[config.mk]
export PLATFORM = sky130hd
export DESIGN_NAME = bdsr_top
export DESIGN_NICKNAME = d
export VERILOG_FILES = /design/src/verilog/bdsr_pkg.sv /design/src/verilog/bdsr_hb_slice.sv /design/src/verilog/bdsr_top.sv
export SDC_FILE = /design/constraint.sdc
export NUM_CORES = 1
export LEC_CHECK = 0
export ABC_CLOCK_PERIOD_IN_PS = 3100
export BUFFER_PORTS_ARGS = -buffer_cell sky130_fd_sc_hd__buf_2
export CAP_MARGIN = 20
export CELL_PAD_IN_SITES_DETAIL_PLACEMENT = 1
export CELL_PAD_IN_SITES_GLOBAL_PLACEMENT = 2
export CORE_ASPECT_RATIO = 1.75
export CORE_MARGIN = 2
export CORE_UTILIZATION = 31
export DETAILED_ROUTE_END_ITERATION = 8
export PLACE_DENSITY = 0.8
export SYNTH_ARGS = -nofsm -noshare
export SYNTH_HDL_FRONTEND = slang
export SYNTH_SLANG_ARGS = --single-unit
[constraint.sdc]
create_clock -name core_clk_in -period 3.1 [get_ports core_clk_in]
set_input_delay 0.31 -clock core_clk_in [delete_from_list [all_inputs] [get_ports core_clk_in]]
set_output_delay 0.31 -clock core_clk_in [all_outputs]
set_load 0.01 [all_outputs]
[src/verilog/bdsr_pkg.sv]
// package: register map, field layout and carriers for the bridge driver status registers
// Overview of operation
// RQ1 - reserved bits of both status registers always read as zero
// RQ2 - output-level bit follows high-side comparator when mode is 11 and pump enabled
// RQ3 - output-level bit forced low when pump disabled or mode differs from 11
// RQ4 - bits 3:0 of general status mirror the four pwm input levels
// RQ5 - both registers clear to zero on power-on or soft reset
// RQ6 - restart clears all bits except 7, 6 and 0
// RQ7 - regulation bit is one when turn-on or turn-off delay is regulated
// RQ8 - precharge bit zero when clamped under adaptive control, one when strictly between
// RQ9 - predischarge bit zero when clamped under adaptive control, one when strictly between
// RQ10 - clamp bits read one whenever adaptive control, pwm or bridge drive is off
// RQ11 - both registers read-only; writes ignored, reads have no side effect
package bdsr_pkg;
    // ****************************************
    // register map
    // ****************************************
    localparam logic [6:0] BDSR_ADDR_GEN = 7'h50;
    localparam logic [6:0] BDSR_ADDR_DLY = 7'h51;
    localparam int BDSR_ADDR_W = 7;
    localparam int BDSR_DATA_W = 16;
    localparam int BDSR_NUM_HB = 4;
    localparam int BDSR_MODE_W = 2;
    localparam logic [15:0] BDSR_RESET_VAL = 16'h0000;
    // ****************************************
    // field layout
    // ****************************************
    localparam int BDSR_GEN_PWM_LSB = 0;
    localparam int BDSR_GEN_VOUT_LSB = 6;
    localparam int BDSR_DLY_REG_LSB = 0;
    localparam int BDSR_DLY_PCHG_LSB = 4;
    localparam int BDSR_DLY_PDCHG_LSB = 8;
    // bits that keep their value across a restart
    localparam logic [15:0] BDSR_RESTART_KEEP = 16'h00C1;
    // ****************************************
    // encodings
    // ****************************************
    localparam logic [1:0] BDSR_MODE_SENSE = 2'h3;
    localparam logic [1:0] BDSR_AGC_ADAPT_A = 2'h2;
    localparam logic [1:0] BDSR_AGC_ADAPT_B = 2'h3;

    typedef struct packed {
        logic [1:0] mode;
        logic hs_high;
        logic pwm_en;
        logic hi_z;
        logic pchg_between;
        logic pdchg_between;
        logic ton_reg;
        logic toff_reg;
    } bdsr_hb_t;

    typedef struct packed {
        logic rd;
        logic wr;
        logic [6:0] addr;
    } bdsr_req_t;
endpackage

[src/verilog/bdsr_hb_slice.sv]
// one half-bridge slice: derives its status bits from sensed levels and settings
`timescale 1ns/1ps
module bdsr_hb_slice (
    input wire bdsr_pkg::bdsr_hb_t hb_in,
    input wire logic cp_en_in,
    input wire logic [1:0] agc_in,
    output logic vout_out,
    output logic pchg_out,
    output logic pdchg_out,
    output logic reg_out
);
    logic adapt;
    always_comb begin
        adapt = (agc_in == bdsr_pkg::BDSR_AGC_ADAPT_A || agc_in == bdsr_pkg::BDSR_AGC_ADAPT_B)
            && hb_in.pwm_en && !hb_in.hi_z;
        vout_out = cp_en_in && (hb_in.mode == bdsr_pkg::BDSR_MODE_SENSE) && hb_in.hs_high; // RQ2 RQ3
        pchg_out = adapt ? hb_in.pchg_between : 1'b1; // RQ8 RQ10
        pdchg_out = adapt ? hb_in.pdchg_between : 1'b1; // RQ9 RQ10
        reg_out = hb_in.ton_reg || hb_in.toff_reg; // RQ7
    end
endmodule

[src/verilog/bdsr_top.sv]
// top: bridge driver status register pair with read port
`timescale 1ns/1ps
module bdsr_top #(
    parameter int NUM_HB = bdsr_pkg::BDSR_NUM_HB
) (
    input wire logic core_clk_in,
    input wire logic rst_in,
    input wire logic clk_en_in,
    input wire logic restart_in,
    input wire bdsr_pkg::bdsr_req_t req_in,
    input wire logic [NUM_HB-1:0] pwm_pin_in,
    input wire logic [NUM_HB-1:0] hs_high_pin_in,
    input wire logic cp_en_in,
    input wire logic [1:0] agc_in,
    input wire logic [2*NUM_HB-1:0] mode_in,
    input wire logic [NUM_HB-1:0] pwm_en_in,
    input wire logic [NUM_HB-1:0] hi_z_in,
    input wire logic [NUM_HB-1:0] pchg_between_in,
    input wire logic [NUM_HB-1:0] pdchg_between_in,
    input wire logic [NUM_HB-1:0] ton_reg_in,
    input wire logic [NUM_HB-1:0] toff_reg_in,
    output logic [15:0] rd_data_out,
    output logic rd_valid_out
);
    // ****************************************
    // pwm pin synchroniser
    // ****************************************
    // the pins are asynchronous, two flops before any logic reads them
    logic [NUM_HB-1:0] pwm_s1_q;
    logic [NUM_HB-1:0] pwm_s1_d;
    logic [NUM_HB-1:0] pwm_s2_q;
    logic [NUM_HB-1:0] pwm_s2_d;
    always_comb begin
        pwm_s1_d = pwm_pin_in;
        pwm_s2_d = pwm_s1_q;
    end
    // only the second flop feeds the status logic
    always_ff @(posedge core_clk_in) begin
        if (rst_in) begin
            pwm_s1_q <= '0;
            pwm_s2_q <= '0;
        end else if (clk_en_in) begin
            pwm_s1_q <= pwm_s1_d;
            pwm_s2_q <= pwm_s2_d;
        end
    end

    // ****************************************
    // high-side comparator synchroniser
    // ****************************************
    // comparator outputs are asynchronous as well
    logic [NUM_HB-1:0] hs_s1_q;
    logic [NUM_HB-1:0] hs_s1_d;
    logic [NUM_HB-1:0] hs_s2_q;
    logic [NUM_HB-1:0] hs_s2_d;
    always_comb begin
        hs_s1_d = hs_high_pin_in;
        hs_s2_d = hs_s1_q;
    end
    // only the second flop feeds the bridge slices
    always_ff @(posedge core_clk_in) begin
        if (rst_in) begin
            hs_s1_q <= '0;
            hs_s2_q <= '0;
        end else if (clk_en_in) begin
            hs_s1_q <= hs_s1_d;
            hs_s2_q <= hs_s2_d;
        end
    end

    // ****************************************
    // per-bridge status
    // ****************************************
    logic [NUM_HB-1:0] vout, pchg, pdchg, treg;
    for (genvar i = 0; i < NUM_HB; i++) begin : g_hb
        bdsr_pkg::bdsr_hb_t hb;
        always_comb begin
            // settings are same-clock levels and pass straight to the slice
            hb.mode = mode_in[bdsr_pkg::BDSR_MODE_W*i +: bdsr_pkg::BDSR_MODE_W];
            hb.hs_high = hs_s2_q[i];
            hb.pwm_en = pwm_en_in[i];
            hb.hi_z = hi_z_in[i];
            hb.pchg_between = pchg_between_in[i];
            hb.pdchg_between = pdchg_between_in[i];
            hb.ton_reg = ton_reg_in[i];
            hb.toff_reg = toff_reg_in[i];
        end
        bdsr_hb_slice u_slice (
            .hb_in(hb),
            .cp_en_in(cp_en_in),
            .agc_in(agc_in),
            .vout_out(vout[i]),
            .pchg_out(pchg[i]),
            .pdchg_out(pdchg[i]),
            .reg_out(treg[i])
        );
    end

    // ****************************************
    // general status register
    // ****************************************
    // live view of the pins and comparators, reserved bits tied low
    logic [15:0] gen_live;
    logic [NUM_HB-1:0] gen_pwm_field;
    logic [NUM_HB-1:0] gen_vout_field;
    always_comb begin
        gen_pwm_field = pwm_s2_q; // RQ4
        gen_vout_field = vout; // RQ2 RQ3
        gen_live = '0; // RQ1
        gen_live[bdsr_pkg::BDSR_GEN_PWM_LSB +: NUM_HB] = gen_pwm_field; // RQ4
        gen_live[bdsr_pkg::BDSR_GEN_VOUT_LSB +: NUM_HB] = gen_vout_field; // RQ2
    end

    // next value: restart clears all but bits 7, 6 and 0, which hold
    logic [15:0] gen_q;
    logic [15:0] gen_d;
    always_comb begin
        if (restart_in) begin
            gen_d = gen_q & bdsr_pkg::BDSR_RESTART_KEEP; // RQ6
        end else begin
            gen_d = gen_live;
        end
    end
    // register: frozen while the clock enable is low
    always_ff @(posedge core_clk_in) begin
        if (rst_in) begin
            gen_q <= bdsr_pkg::BDSR_RESET_VAL; // RQ5
        end else if (clk_en_in) begin
            gen_q <= gen_d;
        end
    end

    // ****************************************
    // delay regulation status register
    // ****************************************
    // live view of the per-bridge regulation and clamp status
    logic [15:0] dly_live;
    logic [NUM_HB-1:0] dly_reg_field;
    logic [NUM_HB-1:0] dly_pchg_field;
    logic [NUM_HB-1:0] dly_pdchg_field;
    always_comb begin
        dly_reg_field = treg; // RQ7
        dly_pchg_field = pchg; // RQ8 RQ10
        dly_pdchg_field = pdchg; // RQ9 RQ10
        dly_live = '0; // RQ1
        dly_live[bdsr_pkg::BDSR_DLY_REG_LSB +: NUM_HB] = dly_reg_field; // RQ7
        dly_live[bdsr_pkg::BDSR_DLY_PCHG_LSB +: NUM_HB] = dly_pchg_field; // RQ8
        dly_live[bdsr_pkg::BDSR_DLY_PDCHG_LSB +: NUM_HB] = dly_pdchg_field; // RQ9
    end

    // next value: same restart rule as the general register
    logic [15:0] dly_q;
    logic [15:0] dly_d;
    always_comb begin
        if (restart_in) begin
            dly_d = dly_q & bdsr_pkg::BDSR_RESTART_KEEP; // RQ6
        end else begin
            dly_d = dly_live;
        end
    end
    // register: frozen while the clock enable is low
    always_ff @(posedge core_clk_in) begin
        if (rst_in) begin
            dly_q <= bdsr_pkg::BDSR_RESET_VAL; // RQ5
        end else if (clk_en_in) begin
            dly_q <= dly_d;
        end
    end

    // ****************************************
    // read address decode
    // ****************************************
    // only reads are decoded, a write never reaches the registers
    // reading has no side effect on either register
    logic rd_req;
    logic hit_gen;
    logic hit_dly;
    always_comb begin
        rd_req = req_in.rd; // RQ11
        hit_gen = 1'b0;
        hit_dly = 1'b0;
        if (rd_req && req_in.addr == bdsr_pkg::BDSR_ADDR_GEN) begin
            hit_gen = 1'b1;
        end else if (rd_req && req_in.addr == bdsr_pkg::BDSR_ADDR_DLY) begin
            hit_dly = 1'b1;
        end
    end

    // ****************************************
    // read data register
    // ****************************************
    // unmapped addresses answer zero so the host never sees stale data
    logic [15:0] rd_data_q;
    logic [15:0] rd_data_d;
    logic rd_valid_q;
    logic rd_valid_d;
    // valid pulses for one enabled cycle per read request
    always_comb begin
        rd_valid_d = rd_req;
        rd_data_d = '0;
        if (hit_gen) begin
            rd_data_d = gen_q;
        end else if (hit_dly) begin
            rd_data_d = dly_q;
        end
    end
    always_ff @(posedge core_clk_in) begin
        if (rst_in) begin
            rd_data_q <= '0;
            rd_valid_q <= 1'b0;
        end else if (clk_en_in) begin
            rd_data_q <= rd_data_d;
            rd_valid_q <= rd_valid_d;
        end
    end

    // ****************************************
    // outputs
    // ****************************************
    // both outputs are plain flop outputs
    assign rd_data_out = rd_data_q;
    assign rd_valid_out = rd_valid_q;
endmodule

## Word level (Yosys, flattened, before mapping)

Cells that the tools add are included.

- Flip-flop bits (word level): 65
- Input port bits: 56
- Output and inout bits: 17
- Word-level logic and storage cells: 62

- Equal/unequal tests: 8
- Muxes and demuxes: 15
- Bitwise operators: 1
- Reduce and logical (&&, ||, !) cells: 28

Operators with widths:

| kind | count |
|---|---|
| two-way mux 16 bit | 2 |
| logical AND 1 bit | 18 |
| equality test 7 bit, second input constant | 2 |
| equality test 2 bit, second input constant | 6 |
| two-way mux 12 bit | 1 |
| two-way mux 1 bit | 11 |
| two-way mux 10 bit | 1 |
| logical OR 1 bit | 5 |
| zero test 1 bit | 4 |
| AND reduction 2 bit | 1 |
| inverter 1 bit | 1 |

## Longest topological paths before layout

- Word-level depth: 6
- Depth in mapped cells: 5
- Gate-level depth less buffers: 3

## Hierarchy

From an unflattened synthesis, not the netlist that was laid out.

- Cells, all modules: 222
- Area, all modules: 2128.3 µm²

Modules (own cells, without submodules):

| module | times used | cells each | area each (µm²) | sequential area each (µm²) |
|---|---|---|---|---|
| bdsr_top | 1 | 206 | 1978.1 | 980.9 |
| bdsr_hb_slice | 4 | 4 | 37.5 | 0.0 |

## Least setup slack after synthesis

OpenSTA, ideal clock, no wires.

- Path kind: in2reg
- Start point: input req_in[3] in the netlist's numbering
- End point: register rd_data_q[0] (netlist: rd_data_out[0])
- Setup time: 0.089 ns
- Arrival: 1.311 ns
- Slack: 1.700 ns
- Stages on the path: 4
- Buffers on the path: 1
- Cell sequence: nor4b_2 > or3b_1 > buf_6 > o32ai_2

- Longest elaborated chain between the ends: 6
- Elaborated cells on any way between the ends: 9

RTL lines:

| item | RTL line | source |
|---|---|---|
| start: declaration | bdsr_top.sv:10 | `input wire bdsr_pkg::bdsr_req_t req_in,` |
| equality test 7 bit | bdsr_top.sv:184 | `end else if (rd_req && req_in.addr == bdsr_pkg::BDSR_ADDR_DLY) begin` |
| logical AND 1 bit | bdsr_top.sv:184 |  |
| two-way mux 1 bit | bdsr_top.sv:184 |  |
| two-way mux 1 bit | bdsr_top.sv:182 | `if (rd_req && req_in.addr == bdsr_pkg::BDSR_ADDR_GEN) begin` |
| two-way mux 16 bit | bdsr_top.sv:203 | `end else if (hit_dly) begin` |
| two-way mux 16 bit (*) | bdsr_top.sv:201 | `if (hit_gen) begin` |
| end signal: assignment | bdsr_top.sv:212 | `rd_data_q <= rd_data_d;` |
| end: declaration | bdsr_top.sv:193 | `logic [15:0] rd_data_q;` |

Mark *: on every way between the ends. The rest lies on a longest branch, timed or not.
A chain may end at the register's enable or synchronous reset.

==> results.txt <==
- The flow ran to the end, and the final reports show no timing, DRC or antenna violations.
- Summing the sequential cell areas from Yosys gives between 40% and 50% of the chip area.
* Setup CP Type: input port to flop
* Total number of vias: between 1500 and 2000
- Synthesis inferred 49 register bits.
- Post CTS Setup Buffer Count: 0
* Cell leakage power: 0.00109 µW
- Dividing the detail-routed wire length by the instance count gives ~14 µm.
* Sum Neg Setup Slack: 0 ps
- Summed over all layers, the routed wires come to between 4 and 5 mm.
- After technology mapping, the gate count stands at between 200 and 250.
- Among all stages on the critical path, the largest delay is contributed by sky130_fd_sc_hd__nor2b_1.
- Mapped cell area: 0.00207 mm²
* Number of design rule violations left after detail routing: 0
- Period minus WS final: about 1700 ps
- Number of top-level pins: 73
- Power spread over the standard cell area amounts to 505 mW/mm².
- The wire-length estimate of the detail-placed layout is approximately 3.6 mm.
- IR Drop Worst-Case VDD: about 0.27 mV
- The worst setup path is captured at a flop.
* Number of distinct library cells after synthesis: 27
* Global-route wire length before repair: 8.27 mm
- Maximum net fanout on the critical path: 30
- For this run, the top clock speed supported by timing is just over 600 MHz.
- The number of pins with negative max-slew slack in the final report is 0.
- The die covers about 0.0074 mm².
* Worst Clk Skew: approximately 3 ps
* Initial standard-cell utilization of the core: a little under a third
- Count of standard-cell rows: 39
- Worst path bufs/invs: 1
* Total Routing Usage GR: ~15%
* End-of-flow core utilization: just under 40%
* Synth warn: 0
- STA classifies the critical path startpoint as an input port.
- Final hold vios: 0
- For this run, the slowest stage of the critical path takes around 700 ps.
- Top cells by area, synth: sky130_fd_sc_hd__dfxtp_1 (47%), sky130_fd_sc_hd__mux2i_1 (12%), sky130_fd_sc_hd__nand2b_1 (7.3%)
- Relative to the synthesized area, the layout overhead comes to 24.0%.
- In this run the number of H-tree levels came out at 2.
* Placer Congestion: roughly 0.7
- Largest net degree at the start of global routing: 47
- For this design, the CTS-stage hold fixing added 0 buffers.
- At the worst endpoint, the required time is approximately 3300 ps.
- Core Footprint: 0.00649 mm²
- Number of buffers added on ports: 66
* Final net count: 325
- RSZ-0062 raised after global routing: no
- In the finished design, the share of the clock period the worst path needs comes to between 50% and 60%.
* Actual transition at the worst max-transition pin: 749 ps
- In this run the remaining antenna-violating nets after routing total 0.
- Clock tree synthesis selected as its root buffer the cell sky130_fd_sc_hd__clkbuf_16.
* Clock-pin transition on the worst setup and hold timing paths: around 60 ps
- HP Class: input port to flop
- Via/cell ratio: around 4.7
* Total clock sinks: 49
* Clock latency of the later-clocked register in the worst-skew pair: 280 ps
* Share of post-route cells with drive strength above 1: a little under a third
- The tool flagged a number of max-cap violations equal to 0.
- Cells along the critical path: buf_2 > nor2b_1 > o21ai_0 > a21oi_1
- In this run, the number of DRC markers left after iteration 0 of detailed routing was 24.
- Chip Width: between 60 and 70 µm
- First-pass iteration count of the detailed router: 4
* Finish-stage setup viols: 0
- FILL cells: 766
* Antenna violations before repair: 0
* Cell type with the largest total area after synthesis: sky130_fd_sc_hd__dfxtp_1
- Critical path's top delay family: simple AND/OR/NAND/NOR gates
- Fraction of synthesized cell area taken by the top area cell type: between 40% and 50%
* CTS buffer count: 5
* Maximum number of buffers from clock root to sink: 2
* Hold_ws: 259 ps
- Sum of overflow across all layers after global routing: 0
- The floorplan step set the die height to approximately 110 µm.
* Post-Syn Area per Cell: a little under 10 µm²
- Number of cells upsized or downsized after cts: 0
- In this run the tightest slew margin relative to its limit is roughly half.
* Antenna diode count: 0
- TritonCTS built the clock tree.
- Number of global-route vias before repair: approximately 1800
- Signal arrival time at the worst endpoint: roughly 1900 ps
metal layers:
metal / routed length, µm / vias up / track usage [%]
li1: - / 839 / -
met1: 1860 / 772 / 16.4
met2: 2550 / 43 / 24.7
met3: 226 / 12 / 3.61
met4: 172 / 0 / 7.64
met5: 0 / - / 0
where the power goes:
| group | total [µW] | switching [µW] | internal [µW] |
|---|---|---|---|
| registers | 660 | 10.2 | 650 |
| logic | 119 | 61.9 | 56.8 |
| clock network | 516 | 216 | 300 |
| total | 1290 | 288 | 1010 |
synth_stat cells (all sizes together):
master / number
a21oi: 17
a22o: 4
and3: 2
and3b: 1
and4: 2
and4bb: 1
buf: 11
clkbuf: 8
conb: 1
dfxtp: 49
inv: 1
mux2i: 25
nand2: 7
nand2b: 24
nand3: 5
nand3b: 4
nor2: 21
nor2b: 2
nor3: 6
nor4b: 1
o211ai: 3
o21ai: 6
o32ai: 8
or3b: 1
logic make-up after synthesis:
family | share of synthesized area, %
compound gates | 14.6
simple gates | 20.7
mux | 12.1
flops | 47.4
other cells | 0.181
buf+inv | 4.96
path summary, 6_finish.rpt:
check / startpoint / to / cells after the start / slack, ps
max: clk_en_in / dly_q[8] / 4 / 1450
min: hs_high_pin_in[1] / hs_s1_q[1] / 3 / 260
max reg2reg: hs_s2_q[1] / gen_q[7] / 3 / 2290
min reg2reg: gen_q[0] / gen_q[0] / 2 / 450
state kept, by name, indices dropped and copies added (netlist names):
name and count:
hs_s1_q 4, gen_pwm_field 4, rd_data_out 12, gen_q 8
rd_valid_out 1, hs_s2_q 4, dly_q 12, pwm_s1_q 4
area by class of cell:
class / instances / area, µm² / area share [%]
multi-input cells: 144 / 996 / 38.8
flip-flops and latches: 49 / 981 / 38.2
well taps: 82 / 103 / 4.00
inverters: 1 / 3.75 / 0.146
clock buffers: 8 / 136 / 5.32
repair buffers: 68 / 345 / 13.5
cells in the final DEF, fill, tap and decap left out, types with 3 or more instances in the layout:
| master | Yosys | final |
|---|---|---|
| sky130_fd_sc_hd__nand2b_1 | 24 | 24 |
| sky130_fd_sc_hd__a22o_1 | 4 | 4 |
| sky130_fd_sc_hd__o32ai_2 | 8 | 8 |
| sky130_fd_sc_hd__o211ai_1 | 3 | 3 |
| sky130_fd_sc_hd__o21ai_0 | 6 | 6 |
| sky130_fd_sc_hd__dfxtp_1 | 49 | 49 |
| sky130_fd_sc_hd__nor2_1 | 21 | 21 |
| sky130_fd_sc_hd__nand2_1 | 7 | 7 |
| sky130_fd_sc_hd__nand3b_1 | 4 | 4 |
| sky130_fd_sc_hd__a21oi_1 | 17 | 17 |
| sky130_fd_sc_hd__clkbuf_1 | 8 | 3 |
| sky130_fd_sc_hd__nand3_1 | 5 | 5 |
| sky130_fd_sc_hd__clkbuf_16 | 0 | 5 |
| sky130_fd_sc_hd__buf_2 | 4 | 66 |
| sky130_fd_sc_hd__nor3_1 | 6 | 6 |
| sky130_fd_sc_hd__conb_1 | 1 | 4 |
| sky130_fd_sc_hd__mux2i_1 | 25 | 25 |
tightest hold or removal path, delay by kind of cell:
kind / cells / cell delay, ps
buffers and inverters: 1 / 70
and+or+nand+nor: 1 / 70
muxes: 1 / 50
metrics by stage:
| step | power [µW] | cells | setup WS (ps) | cell area [µm²] |
|---|---|---|---|---|
| 3_5_place_dp | 796 | 344 | 1070 | 2430 |
| 5_1_grt | 1360 | 352 | 1220 | 2560 |
| 6_report | 1290 | 352 | 1450 | 2560 |
| 2_1_floorplan | 748 | 213 | 1700 | 2080 |
| 3_3_place_gp | 793 | 344 | 1110 | 2430 |
| 4_1_cts | 1320 | 352 | 1370 | 2560 |
Note: power is estimated with default switching activity, not from simulation.
